==> src/design/spi_frame_pkg.sv <==
// package: constants and types for the spi command-frame layer
`default_nettype none
package spi_frame_pkg;
    // ------------------------------------------------------------
    // frame layout
    // ------------------------------------------------------------
    localparam int FRAME_W     = 16;
    localparam int MIN_CLOCKS  = 16;
    localparam int MAX_EXTRA   = 2;
    localparam int BYTE_BITS   = 8;
    localparam int CNT_W       = 6;
    localparam int OP_HI       = 15;
    localparam int OP_LO       = 14;
    localparam int PRI_HI      = 13;
    localparam int PRI_LO      = 10;
    localparam int SEC_HI      = 9;
    localparam int SEC_LO      = 8;
    localparam int TER_BIT     = 10;
    localparam int TAIL_HI     = 1;
    // ------------------------------------------------------------
    // opcodes in the two leading bits, plus the read tail and the echo tag
    // ------------------------------------------------------------
    localparam logic [1:0] OP_WRITE     = 2'h2;
    localparam logic [1:0] OP_READ      = 2'h1;
    localparam logic [1:0] OP_BAD_WRITE = 2'h3;
    localparam logic [1:0] OP_BAD_READ  = 2'h0;
    localparam logic [1:0] TAIL_WIDE    = 2'h2;
    localparam logic [1:0] ECHO_TAG     = 2'h2;
    // ------------------------------------------------------------
    // reset values
    // ------------------------------------------------------------
    localparam logic [15:0] DIAG_RESET  = 16'h7800;
    localparam logic [15:0] INSTR_RESET = 16'h0000;
    localparam logic [15:0] SYNTAX_REPLY_BASE = 16'h0000;

    typedef enum logic [1:0] {
        REPLY_DIAG   = 2'b00,
        REPLY_ECHO   = 2'b01,
        REPLY_RESET  = 2'b10,
        REPLY_SYNTAX = 2'b11
    } reply_kind_t;

    typedef struct packed {
        logic        wide;
        logic [3:0]  primary_register_address;
        logic [1:0]  secondary_register_address;
        logic [9:0]  content;
    } reg_access_t;
endpackage
`default_nettype wire

==> src/design/spi_frame_slave.sv <==
// design: command-frame layer of the 16-bit spi slave
`default_nettype none
module spi_frame_slave
    import spi_frame_pkg::*;
#(
    parameter logic [15:0] VALID_PRIMARY = 16'h00ff,
    parameter logic [15:0] WIDE_PRIMARY  = 16'h000f
) (
    input  wire logic        core_clk,
    input  wire logic        reset_n,
    input  wire logic        soft_reset,
    input  wire logic        serial_clock,
    input  wire logic        chip_select_low_active,
    input  wire logic        serial_in,
    output logic             serial_out,
    output logic             serial_out_en,
    input  wire logic [15:0] diag_status,
    input  wire logic [15:0] instruction_register,
    input  wire logic [9:0]  read_content,
    output reg_access_t      read_addr,
    output reg_access_t      write_req,
    output logic             write_strobe
);
    // ------------------------------------------------------------
    // pin synchronisers; first stage feeds only the second
    // ------------------------------------------------------------
    logic [1:0] sclk_sync, cs_sync, si_sync;
    logic       sclk_q, cs_q;
    always_ff @(posedge core_clk or negedge reset_n) begin
        if (!reset_n) begin
            sclk_sync <= 2'h0;
            cs_sync   <= 2'h3;
            si_sync   <= 2'h0;
            sclk_q    <= 1'b0;
            cs_q      <= 1'b1;
        end else begin
            sclk_sync <= {sclk_sync[0], serial_clock};
            cs_sync   <= {cs_sync[0], chip_select_low_active};
            si_sync   <= {si_sync[0], serial_in};
            sclk_q    <= sclk_sync[1];
            cs_q      <= cs_sync[1];
        end
    end

    wire selected  = !cs_sync[1];
    wire sclk_rise = sclk_sync[1] && !sclk_q && selected;
    wire sclk_fall = !sclk_sync[1] && sclk_q && selected;
    wire cs_fall   = !cs_sync[1] && cs_q;
    wire cs_rise   = cs_sync[1] && !cs_q;

    // ------------------------------------------------------------
    // shift path
    // ------------------------------------------------------------
    logic [FRAME_W-1:0] rx_shift, tx_shift, reply;
    logic [CNT_W-1:0]   clk_count;
    logic               ter_flag, reset_pending;

    // sample on rising, drive on falling: data held through the edge
    always_ff @(posedge core_clk or negedge reset_n) begin
        if (!reset_n) begin
            rx_shift  <= '0;
            tx_shift  <= '0;
            clk_count <= '0;
        end else if (cs_fall) begin
            tx_shift  <= reply;
            clk_count <= '0;
        end else if (sclk_rise) begin
            rx_shift  <= {rx_shift[FRAME_W-2:0], si_sync[1]};
            clk_count <= (clk_count == '1) ? clk_count
                         : clk_count + CNT_W'(1);
        end else if (sclk_fall) begin
            tx_shift  <= {tx_shift[FRAME_W-2:0], rx_shift[0]};
        end
    end
    assign serial_out    = tx_shift[FRAME_W-1];
    assign serial_out_en = selected;

    // ------------------------------------------------------------
    // frame decode at chip-select release
    // ------------------------------------------------------------
    // longer daisy frames keep the last sixteen bits in the register
    wire [1:0] opcode  = rx_shift[OP_HI:OP_LO];
    wire [3:0] primary = rx_shift[PRI_HI:PRI_LO];
    wire       wide    = WIDE_PRIMARY[primary];
    wire len_ok = (clk_count[2:0] == 3'h0)
               && (clk_count >= CNT_W'(MIN_CLOCKS))
               && (clk_count <= CNT_W'(MIN_CLOCKS + MAX_EXTRA * BYTE_BITS));
    wire reserved = !VALID_PRIMARY[primary];
    wire is_write = opcode == OP_WRITE;
    wire is_read  = (opcode == OP_READ)
                 && (rx_shift[TAIL_HI:0] == TAIL_WIDE);
    wire diag_read = (opcode == OP_READ) && !is_read;
    wire syntax_err = (opcode == OP_BAD_WRITE)
                   || (opcode == OP_BAD_READ)
                   || ((is_write || is_read) && reserved);
    wire frame_done = cs_rise;
    wire accept     = frame_done && len_ok && !syntax_err;

    reply_kind_t kind;
    reg_access_t echo;
    always_ff @(posedge core_clk or negedge reset_n) begin
        if (!reset_n) begin
            kind          <= REPLY_RESET;
            ter_flag      <= 1'b1;
            reset_pending <= 1'b1;
            echo          <= '0;
        end else if (soft_reset) begin
            kind          <= REPLY_RESET;
            ter_flag      <= 1'b1;
            reset_pending <= 1'b1;
        end else if (frame_done) begin
            reset_pending <= 1'b0;
            ter_flag      <= !len_ok;
            if (!len_ok)
                kind <= REPLY_DIAG;
            else if (syntax_err)
                kind <= REPLY_SYNTAX;
            else if (is_read) begin
                kind <= REPLY_ECHO;
                echo <= '{wide, primary, rx_shift[SEC_HI:SEC_LO],
                          read_content};
            end else
                kind <= REPLY_DIAG;
        end
    end

    // ------------------------------------------------------------
    // reply selection
    // ------------------------------------------------------------
    wire [15:0] diag_word = {1'b0, diag_status[14:11], ter_flag,
                             diag_status[9:0]};
    wire [15:0] echo_word = echo.wide
        ? {ECHO_TAG, echo.primary_register_address, echo.content}
        : {ECHO_TAG, echo.primary_register_address,
           echo.secondary_register_address, echo.content[7:0]};
    always_comb begin
        case (kind)
            REPLY_RESET:  reply = {instruction_register[15:11], 1'b1,
                                   instruction_register[9:0]};
            REPLY_ECHO:   reply = echo_word;
            REPLY_SYNTAX: reply = SYNTAX_REPLY_BASE | diag_word;
            REPLY_DIAG:   reply = diag_word;
            default:      reply = diag_word;
        endcase
    end

    // ------------------------------------------------------------
    // register access outputs
    // ------------------------------------------------------------
    assign read_addr = '{wide, primary, rx_shift[SEC_HI:SEC_LO], 10'h000};
    always_ff @(posedge core_clk or negedge reset_n) begin
        if (!reset_n) begin
            write_req    <= '0;
            write_strobe <= 1'b0;
        end else begin
            write_strobe <= accept && is_write;
            if (accept && is_write)
                write_req <= '{wide, primary,
                               rx_shift[SEC_HI:SEC_LO],
                               wide ? rx_shift[9:0]
                                    : {2'h0, rx_shift[7:0]}};
        end
    end

    // ------------------------------------------------------------
    // checks
    // ------------------------------------------------------------
    AST_NO_WRITE_ON_ERROR: assert property (@(posedge core_clk)
        disable iff (!reset_n)
        frame_done && (!len_ok || syntax_err) |=> !write_strobe)
        else $error("write after errored frame");
    AST_TER_ON_BAD_LEN: assert property (@(posedge core_clk)
        disable iff (!reset_n)
        frame_done && !len_ok && !soft_reset |=> ter_flag)
        else $error("length error not flagged");
    AST_TER_CLEAR: assert property (@(posedge core_clk)
        disable iff (!reset_n)
        frame_done && len_ok && !soft_reset |=> !ter_flag)
        else $error("flag not cleared");
    AST_RESET_REPLY: assert property (@(posedge core_clk)
        disable iff (!reset_n)
        soft_reset |=> kind == REPLY_RESET && reply[TER_BIT])
        else $error("reset reply missing");
    AST_SYNTAX: assert property (@(posedge core_clk)
        disable iff (!reset_n)
        frame_done && len_ok && opcode == OP_BAD_WRITE && !soft_reset
        |=> kind == REPLY_SYNTAX)
        else $error("syntax error missed");
    AST_ECHO: assert property (@(posedge core_clk)
        disable iff (!reset_n)
        kind == REPLY_ECHO |-> reply[OP_HI:OP_LO] == ECHO_TAG)
        else $error("echo tag wrong");
    AST_LOAD_ON_CS: assert property (@(posedge core_clk)
        disable iff (!reset_n)
        cs_fall |=> tx_shift == $past(reply))
        else $error("reply not loaded");
    AST_DIAG_TOP: assert property (@(posedge core_clk)
        disable iff (!reset_n)
        kind == REPLY_DIAG |-> !reply[OP_HI])
        else $error("diagnosis top bit set");
    AST_SYNTAX_READ: assert property (@(posedge core_clk)
        disable iff (!reset_n)
        frame_done && len_ok && opcode == OP_BAD_READ && !soft_reset
        |=> kind == REPLY_SYNTAX)
        else $error("read syntax error missed");
    // pending reset means the next loaded reply carries the flag
    AST_RESET_FIRST: assert property (@(posedge core_clk)
        disable iff (!reset_n)
        cs_fall && reset_pending && !soft_reset |=> tx_shift[TER_BIT])
        else $error("first reply lacks flag");
    AST_DIAG_READ: assert property (@(posedge core_clk)
        disable iff (!reset_n)
        frame_done && len_ok && diag_read && !soft_reset
        |=> kind == REPLY_DIAG)
        else $error("diagnosis read not answered");
endmodule
`default_nettype wire

==> config.mk <==
export PLATFORM = sky130hd
export DESIGN_NAME = spi_frame_slave
export DESIGN_NICKNAME = d
export VERILOG_FILES = /design/src/design/spi_frame_pkg.sv /design/src/design/spi_frame_slave.sv
export SDC_FILE = /design/constraint.sdc
export NUM_CORES = 1
export LEC_CHECK = 0
export BUFFER_PORTS_ARGS = -buffer_cell sky130_fd_sc_hd__buf_2
export CORE_AREA = 3 3 93 95
export CTS_CLUSTER_DIAMETER = 30
export DETAILED_ROUTE_END_ITERATION = 10
export DIE_AREA = 0 0 96 98
export PLACE_DENSITY = 0.75
export REMOVE_ABC_BUFFERS = 1
export SLEW_MARGIN = 30
export SYNTH_ARGS = -nofsm -noshare
export SYNTH_HDL_FRONTEND = slang
export SYNTH_SLANG_ARGS = --single-unit
==> constraint.sdc <==
create_clock -name core_clk -period 1.9 [get_ports core_clk]
set_input_delay 0.095 -clock core_clk [delete_from_list [all_inputs] [get_ports core_clk]]
set_output_delay 0.095 -clock core_clk [all_outputs]
set_load 0.02 [all_outputs]
-- Yosys cells after proc, flatten, opt, wreduce, memory -nomap -nowiden
Memory sizes are Yosys's and may differ from the RTL's.
Index checks and enable logic that the tools add are counted.
- $add $sub $neg: 1
- $mul: 0
- divide/modulo/power cells: 0
- order comparisons: 3
- eq/ne operators: 10
- shifts and indexed selects: 0
- multiplexer cells: 18
- bitwise operators: 3
- reductions and logical operators: 34
- operators by type and width (operator ; number):
    16-bit 2-to-1 mux ; 3
    16-bit one-hot mux with 3 select lines ; 1
    10-bit 2-to-1 mux ; 2
    6-bit 2-to-1 mux ; 3
    1-bit logical AND ; 13
    2-bit == test (second input constant) ; 5
    2-bit 2-to-1 mux ; 4
    1-bit zero test ; 7
    6-bit by 1-bit adder with 6-bit output (second input constant) ; 1
    6-bit == test (second input constant) ; 1
    6-bit by 5-bit >= comparator with 1-bit output (second input constant) ; 1
    6-bit less-or-equal comparator (second input constant) ; 1
    2-bit AND reduction ; 3
    2-bit nonzero test ; 3
    4-bit by 5-bit less-than comparator with 1-bit output (second input constant) ; 1
    1-bit 2-to-1 mux ; 5
    5-bit AND reduction ; 1
    2-bit by 1-bit == test with 1-bit output (second input constant) ; 2
    2-bit zero test ; 2
    3-bit zero test ; 1
    1-bit logical OR ; 3
    1-bit NOT ; 3
    2-bit by 1-bit != test with 1-bit output (second input constant) ; 1
    2-bit != test (second input constant) ; 1
    2-bit OR reduction ; 1
- register bits: 84
- latch bits: 0
- bits in writable memories: 0
- ROM bits: 32
- word-level logic and storage cells: 90
- memories kept: 2
- memories (memory ; words ; bits a word ; rd ports ; clocked after memory_dff ; write ports ; RTL line ; RTL):
    (name not given) ; 16 ; 1 ; 1 ; 0 ; 0 ; spi_frame_slave.sv:88 ; wire reserved = !VALID_PRIMARY[primary];
    (name not given) ; 16 ; 1 ; 1 ; 0 ; 0 ; spi_frame_slave.sv:84 ; wire wide = WIDE_PRIMARY[primary];

-- Depth between registers and ports, before layout
Gate-level depths: netlist (run 1).
- depth in word-level cells: 9
- mapped depth: 7

-- Least setup slack after synthesis (run 1)
OpenSTA, ideal clock, no wires.
- path type: reg-to-reg
- from: register cs_sync[1]
- to: register, netlist name echo[14]
- library setup time: 0.127 ns
- arrival time: 1.938 ns
- data required time: 1.773 ns
- setup slack: -0.166 ns
- cell stages (with the launch flop): 7
- clock period less this slack: 2.066 ns
- cells stage by stage: dfstp_2 buf_4 and4bb_1 o21ai_2 nor4_4 buf_6 mux2_1
- longest elaborated chain between the ends: 2
- ends and longest elaborated chain (item ; RTL line ; RTL):
    from (decl) ; spi_frame_slave.sv:27 ; logic [1:0] sclk_sync, cs_sync, si_sync;
    from (signal assigned) ; spi_frame_slave.sv:38 ; cs_sync <= {cs_sync[0], chip_select_low_active};
    1-bit logical AND ; spi_frame_slave.sv:49 ; wire cs_rise = cs_sync[1] && !cs_q;
    5-bit AND reduction (no source line) ; -- ;
Every way passes these cells.
A chain may end at the register's enable or synchronous reset.

-- Worst setup path after layout (run 1)
- from: register rx_shift[14]
- to: register, netlist name echo[12]
- longest elaborated chain between the ends: 7
- ends and longest elaborated chain (item ; RTL line ; RTL):
    from (decl) ; spi_frame_slave.sv:54 ; logic [FRAME_W-1:0] rx_shift, tx_shift, reply;
    from (signal assigned) ; spi_frame_slave.sv:68 ; rx_shift <= {rx_shift[FRAME_W-2:0], si_sync[1]};
    2-bit by 1-bit == test with 1-bit output ; -- ;
    1-bit logical AND ; spi_frame_slave.sv:91 ; && (rx_shift[TAIL_HI:0] == TAIL_WIDE);
    1-bit logical OR ; spi_frame_slave.sv:95 ; || ((is_write || is_read) && reserved);
    1-bit logical AND ; spi_frame_slave.sv:95 ;
    1-bit logical OR ; spi_frame_slave.sv:95 ;
    1-bit NOT (no source line) ; -- ;
    5-bit AND reduction (no source line) * ; -- ;
Every way passes the cells marked *; elsewhere a longest branch is shown, timed or not.

==> summary.json, run 1 <==
{
  "fp.dieW_um": 96,
  "ir_worst_vdd_v": 0.000487,
  "cp_slowest_stage_delay_ns": 0.41,
  "floorplan.die_area_um2": 9410,
  "worst_setup_hold_path_clk_slew_ns": 0.09,
  "max_cap_viol": 0,
  "final-hold-violation-count": 0,
  "layout.area.seq_um2": 2110,
  "globalRouteMet2Util_pct": 29.9,
  "synth_area_leaders": "sky130_fd_sc_hd__dfrtp_1, sky130_fd_sc_hd__mux2_2, sky130_fd_sc_hd__mux2i_1",
  "synth_seq_area_share_pct": 54.7,
  "grt_antenna_before_repair": 0,
  "place.detailed.hpwl_um": 5630,
  "root_buffer": "sky130_fd_sc_hd__clkbuf_8",
  "via_count": 2825,
  "buffers_plus_inverters_on_the_worst_setup_path": 4,
  "p_per_area_nw_per_um2": 765,
  "std_cell_rows": 32,
  "slew_headroom_pct": 53.2,
  "initial_core_util_pct": 49.4,
  "area_growth_syn_to_layout_pct": 26.2,
  "timing.critical_path.cells": "inv_2, ha_4, nor2_2, inv_1, nor4_4, buf_4, clkbuf_16, mux2_4",
  "path_class": "flop to flop",
  "time_the_final_worst_path_needs_with_i_o_delays_and_setup_ns": 1.96,
  "tns_ns": -0.806,
  "netlist-cell-type-count": 40,
  "clock_tree_from_tritoncts": "done",
  "firstDrtPassIters": 4,
  "synth_common_cells": "sky130_fd_sc_hd__dfrtp_1, sky130_fd_sc_hd__mux2_2, sky130_fd_sc_hd__a21oi_1",
  "worst_pin_slew_ns": 0.702,
  "timing.final.max_slew_violations": 0,
  "synth_seq_cells": 84,
  "grt_first_pass_wirelength_um": 14300,
  "post_drt_wl_per_cell_um": 16.1,
  "async_reset_ff_share_pct": 100,
  "rsz0062_at_grt": "true",
  "synthesis.area_um2": 3860,
  "antenna_cells": 0,
  "maxClockFrequency_mhz": 510,
  "gr-max-usage-layer": "met2",
  "crit_slowest_cell": "sky130_fd_sc_hd__dfrtp_1",
  "grtUsageTotal_pct": 19.6,
  "startpoint_type": "flop",
  "global_route.overflow_total": 0,
  "finalNetCount": 479,
  "critPathArrivalTime_ns": 2.21,
  "post-route-util_pct": 62.3,
  "timing.final.setup_violations": 16,
  "synth-edff-count": 0,
  "latest_clock_arrival_within_the_worst_skew_pair_ns": 0.36,
  "drive_gt1_share_pct": 41.2,
  "outcome": "finished, violations left",
  "final.setup.worst_slack_ns": -0.0620,
  "ys.warnings.count": 0,
  "grt_start_max_net_pins": 57,
  "post_synth_inst_count": 324,
  "io_pins": 85,
  "timing.critical_path.max_delay_family": "buffers and inverters",
  "worst_setup_path_end_kind": "flop",
  "design_power_total_mw": 3.72,
  "cts_htree_levels": 3,
  "power.leakage_nw": 2.36,
  "worst-path-max-fanout": 8,
  "design.core.area_um2": 7810,
  "worst_setup_startpoint": "rx_shift[14]",
  "cts_made_buffers": 9,
  "critical_path.reg2reg.startpoint": "rx_shift[14]",
  "timing.clock.skew_ns": 0.0135,
  "route.antenna.remaining_nets": 0,
  "postSynthAreaPerCell_um2": 11.9,
  "gp_congestion": 0.795,
  "multi_input_comb_area_um2": 1630,
  "violations_in_the_final_reports": "setup timing",
  "netlist.area_leader.share_pct": 51.3,
  "layout.filler_cells": 610,
  "worst_hold_path_type": "primary input to flop",
  "die_y_um": 98,
  "globalRouteMet1Util_pct": 26.3,
  "detailed_route_vias_per_instance": 5.31,
  "synth_top_cell_by_area": "sky130_fd_sc_hd__dfrtp_1",
  "worstPathRequired_ns": 2.15,
  "synth_most_common_cell": "sky130_fd_sc_hd__dfrtp_1",
  "grt_use_met3_pct": 4.70,
  "postRouteWirelength_um": 8580,
  "place.port_buffers": 71,
  "cts_sink_cnt": 84,
  "ys.flop_type": "sky130_fd_sc_hd__dfrtp_1",
  "holdCritStartpoint": "instruction_register[11]",
  "finalCritPeriodShare_pct": 103,
  "initial_drt_markers": 133,
  "remaining_drc_errors": 0,
  "ctsLongestPathBuffers": 2,
  "vias_in_the_first_global_route": 2904
}
==> repair_timing <==
action / 4_1_cts / 5_1_grt
gates cloned: 1 / 0
pin swaps: 2 / 1
endpoints found under the hold margin: 63 / 0
setup endpoints to repair: 16 / 17
resized for setup: 18 / 5
setup buffers: 4 / 1
hold buffers: 15 / 0
==> power by group <==
part	internal (mW)	leakage, nW	switching (mW)
sequential	1.92	1.09	0.0875
combinational	0.223	1.17	0.214
clock	0.525	0.103	0.753
==> flip-flops by register name, indices dropped and copies added, names as in the netlist <==
register / count
sclk_q: 1
write_strobe: 1
write_req: 17
sclk_sync: 2
cs_sync: 2
ter_flag: 1
echo: 17
rx_shift: 16
clk_count: 6
cs_q: 1
tx_shift: 16
kind: 2
si_sync: 2
==> through the flow <==
step / worst slack (ns) / cells / cell area (µm²) / hold slack, ns
after floorplan: -0.259 / 302 / 3690 / -0.201
after global placement: 0.0221 / 495 / 4370 / 0.182
after detailed placement: -0.0658 / 495 / 4370 / 0.193
after CTS: -0.0593 / 531 / 4860 / 0.00499
after global routing: -0.168 / 532 / 4860 / 0.0158
final: -0.0620 / 532 / 4860 / 0.0118
==> cell families (layout without fill, tap and decap cells) <==
| logic type | after synthesis | in the layout | synth area share [%] |
|---|---|---|---|
| DFF | 84 | 84 | 54.7 |
| AOI/OAI and AO/OA | 67 | 67 | 11.0 |
| and+or+nand+nor | 61 | 61 | 8.53 |
| muxes | 60 | 60 | 17.0 |
| buffers and inverters | 43 | 140 | 6.23 |
| adders and majority gates | 6 | 6 | 1.95 |
| xor gates and xnor gates | 2 | 2 | 0.454 |
| other | 1 | 10 | 0.0972 |
==> worst min-delay path: cells and delay by family <==
family / cells / cell delay [ns]
AOI/OAI and AO/OA: 2 / 0.16
buffers and inverters: 1 / 0.08
==> worst paths after layout <==
| check | cells after the start | slack, ns | endpoint |
|---|---|---|---|
| worst max-delay path | 8 | -0.06 | echo[12] |
| worst min-delay path | 3 | 0.01 | tx_shift[11] |
| worst max register to register | 8 | -0.06 | echo[12] |
| worst min register to register | 0 | 0.36 | cs_sync[1] |
| max in group asynchronous | 3 | 0.89 | si_sync[0] |
| min in group asynchronous | 2 | 0.31 | echo[7] |
==> area by class of cell <==
| type | instances | area share, % |
|---|---|---|
| clock buffers | 9 | 2.55 |
| clock inverters | 7 | 1.57 |
| inverters | 12 | 0.926 |
| multi-input cells | 206 | 33.4 |
| flip-flops and latches | 84 | 43.3 |
| well taps | 102 | 2.62 |
| repair buffers | 112 | 15.6 |
==> layout by cell type (no fill, tap or decap), drive strengths merged, types with 2 or more instances in the layout <==
| cell | synthesis | layout |
|---|---|---|
| a21oi | 20 | 20 |
| and3 | 2 | 2 |
| a211oi | 12 | 12 |
| a22oi | 11 | 11 |
| clkinv | 0 | 2 |
| mux2 | 45 | 45 |
| o21ai | 15 | 15 |
| nor3b | 2 | 2 |
| nor2 | 19 | 19 |
| dfstp | 5 | 5 |
| nand3 | 4 | 4 |
| dlygate4sd3 | 0 | 15 |
| mux2i | 15 | 15 |
| dfrtp | 79 | 79 |
| nand4 | 2 | 2 |
| nor2b | 3 | 3 |
| and2 | 3 | 3 |
| conb | 1 | 10 |
| a21o | 2 | 2 |
| nand2 | 16 | 16 |
| inv | 12 | 17 |
| a221o | 2 | 2 |
| nand2b | 4 | 4 |
| ha | 6 | 6 |
| a31oi | 2 | 2 |
| clkbuf | 9 | 10 |
| buf | 22 | 96 |
==> layer usage <==
layer,vias up,share of wire (%)
met3,28,4.8
met1,1366,43
met5,-,0
met4,0,3.5
met2,98,49
li1,1333,-
Power figures use the tool's default switching activity.
==> inputs of run 2 (changes only) <==
--- a/config.mk
+++ b/config.mk
@@ -10,6 +10,7 @@
 export CTS_CLUSTER_DIAMETER = 30
 export DETAILED_ROUTE_END_ITERATION = 10
 export DIE_AREA = 0 0 96 98
+export GPL_TIMING_DRIVEN = 0
 export PLACE_DENSITY = 0.75
 export REMOVE_ABC_BUFFERS = 1
 export SLEW_MARGIN = 30
==> constraint.sdc (replaced) <==
create_clock -name core_clk -period 1.9 [get_ports core_clk]
set_input_delay 0.095 -clock core_clk [delete_from_list [all_inputs] [get_ports core_clk]]
set_output_delay 0.095 -clock core_clk [all_outputs]
set_load 0.005 [all_outputs]
==> summary.json, run 2 (synthesis gave the netlist of run 1 again) <==
{
  "outcome": "finished clean",
  "grt_first_pass_wirelength_um": 14200,
  "maxClockFrequency_mhz": 537,
  "finalNonFillerCells": 524,
  "timing.final.setup_violations": 0,
  "design.core.area_um2": 7810,
  "pwr-share-seq_pct": 53.3,
  "global_route.overflow_total": 0,
  "cts_made_buffers": 9,
  "post_drt_wl_per_cell_um": 16.9,
  "pwr-share-clk_pct": 35.7,
  "ctsLongestPathBuffers": 2,
  "postRouteWirelength_um": 8870,
  "floorplan.die_area_um2": 9410,
  "worst_r2r_path_depth": 7,
  "final_worst_hold_slack_ns": 0.000765,
  "place.detailed.hpwl_um": 5370,
  "design_power_total_mw": 3.76,
  "final-hold-violation-count": 0,
  "worstPathRequired_ns": 2.16,
  "final_design_area_no_fill_um2": 4870,
  "most-common-layout-cells": "sky130_fd_sc_hd__dfrtp_1, sky130_fd_sc_hd__buf_2, sky130_fd_sc_hd__mux2_2",
  "dpl_cell_area_um2": 4240,
  "initial_drt_markers": 194,
  "grt_antenna_before_repair": 0,
  "remaining_drc_errors": 0,
  "worst_pin_slew_ns": 0.628,
  "die_y_um": 98,
  "cts_sink_cnt": 84,
  "power.leakage_nw": 2.32,
  "finalNetCount": 471,
  "ir_worst_vdd_v": 0.000535,
  "detailed_route_vias_per_instance": 5.35,
  "place.port_buffers": 71,
  "final.setup.worst_slack_ns": 0.0368,
  "root_buffer": "sky130_fd_sc_hd__clkbuf_8",
  "post-route-util_pct": 62.4,
  "std_cell_rows": 32,
  "grt_start_max_net_pins": 48,
  "clock_tree_from_tritoncts": "done",
  "vias_in_the_first_global_route": 2846,
  "drive_gt1_share_pct": 41.7,
  "finalCritPeriodShare_pct": 98.1,
  "netsw_mw": 0.995,
  "comb_power_share_pct": 11.1,
  "worst_hold_path_type": "primary input to flop",
  "switching_share_pct": 26.4,
  "worst_setup_hold_path_clk_slew_ns": 0.09,
  "slew_headroom_pct": 58.0,
  "via_count": 2805,
  "worst_setup_path_end_kind": "flop",
  "grtUsageTotal_pct": 19.3,
  "pre_cts_slack_ns": -0.557,
  "cts_htree_levels": 3,
  "path_class": "flop to flop",
  "firstDrtPassIters": 4,
  "route.antenna.remaining_nets": 0,
  "startpoint_type": "flop",
  "antenna_cells": 0,
  "tns_ns": 0,
  "numPlacedInstances": 477,
  "mostFrequentLayoutCell": "sky130_fd_sc_hd__dfrtp_1",
  "io_pins": 85,
  "max_cap_viol": 0,
  "hold_depth": 3,
  "time_the_final_worst_path_needs_with_i_o_delays_and_setup_ns": 1.86,
  "critPathArrivalTime_ns": 2.12,
  "biggest_registers_after_layout": "echo (17), write_req (17)",
  "timing.clock.skew_ns": 0.0122,
  "area_growth_syn_to_layout_pct": 26.4,
  "latest_clock_arrival_within_the_worst_skew_pair_ns": 0.37,
  "initial_core_util_pct": 49.4,
  "fp.dieW_um": 96,
  "p_per_area_nw_per_um2": 772,
  "timing.final.max_slew_violations": 0,
  "worst-path-max-fanout": 7,
  "internal-power_mw": 2.77,
  "gp_congestion": 0.792
}
-- run 2: timing repair --
item	CTS	global route
setup buffers	8	6
endpoints found under the hold margin	97	1
hold buffers	14	1
resized for setup	31	14
setup endpoints to repair	54	59
cloned	1	1
pin swaps	2	4
-- run 2: path summary, 6_finish.rpt --
check,startpoint,end,slack (ns)
min in group asynchronous,reset_n,echo[7],0.18
worst max register to register,rx_shift[15],echo[10],0.04
worst min-delay path,instruction_register[6],tx_shift[6],0.0008
worst max-delay path,rx_shift[15],echo[10],0.04
max in group asynchronous,reset_n,kind[1],1.11
worst min register to register,sclk_sync[0],sclk_sync[1],0.36
-- run 2: routing by layer --
layer	GRT usage, %	share of wire [%]	vias to the layer above
met5	0	0	-
met4	6.24	2.4	0
met3	4.85	5.0	18
met2	29.8	48	80
met1	26.6	45	1386
li1	-	-	1321
-- run 2: critical path, stage by stage (launching register included) --
cell,delay [ns]
sky130_fd_sc_hd__dfrtp_1,0.43
sky130_fd_sc_hd__ha_4,0.27
sky130_fd_sc_hd__nor2_4,0.12
sky130_fd_sc_hd__inv_2,0.05
sky130_fd_sc_hd__nor4_4,0.27
sky130_fd_sc_hd__buf_6,0.17
sky130_fd_sc_hd__buf_8,0.14
sky130_fd_sc_hd__mux2_4,0.30
-- run 2: final cells by class --
| type | instances | area (µm²) |
|---|---|---|
| Clock inverter | 7 | 81.3 |
| Timing Repair Buffer | 103 | 686 |
| Multi-Input combinational cell | 207 | 1700 |
| Tap cell | 102 | 128 |
| Sequential cell | 84 | 2110 |
| Fill cell | 597 | 2930 |
| Inverter | 12 | 45.0 |
| Clock buffer | 9 | 124 |
-- run 2: power groups by stage --
stage / logic (mW) / registers, mW / clock network [mW]
after global routing: 0.471 / 2.03 / 1.45
after floorplan: 0.207 / 2.01 / 0
after CTS: 0.397 / 2.01 / 1.37
final: 0.416 / 2.00 / 1.34
after global placement: 0.322 / 2.04 / 0
after detailed placement: 0.343 / 2.04 / 0
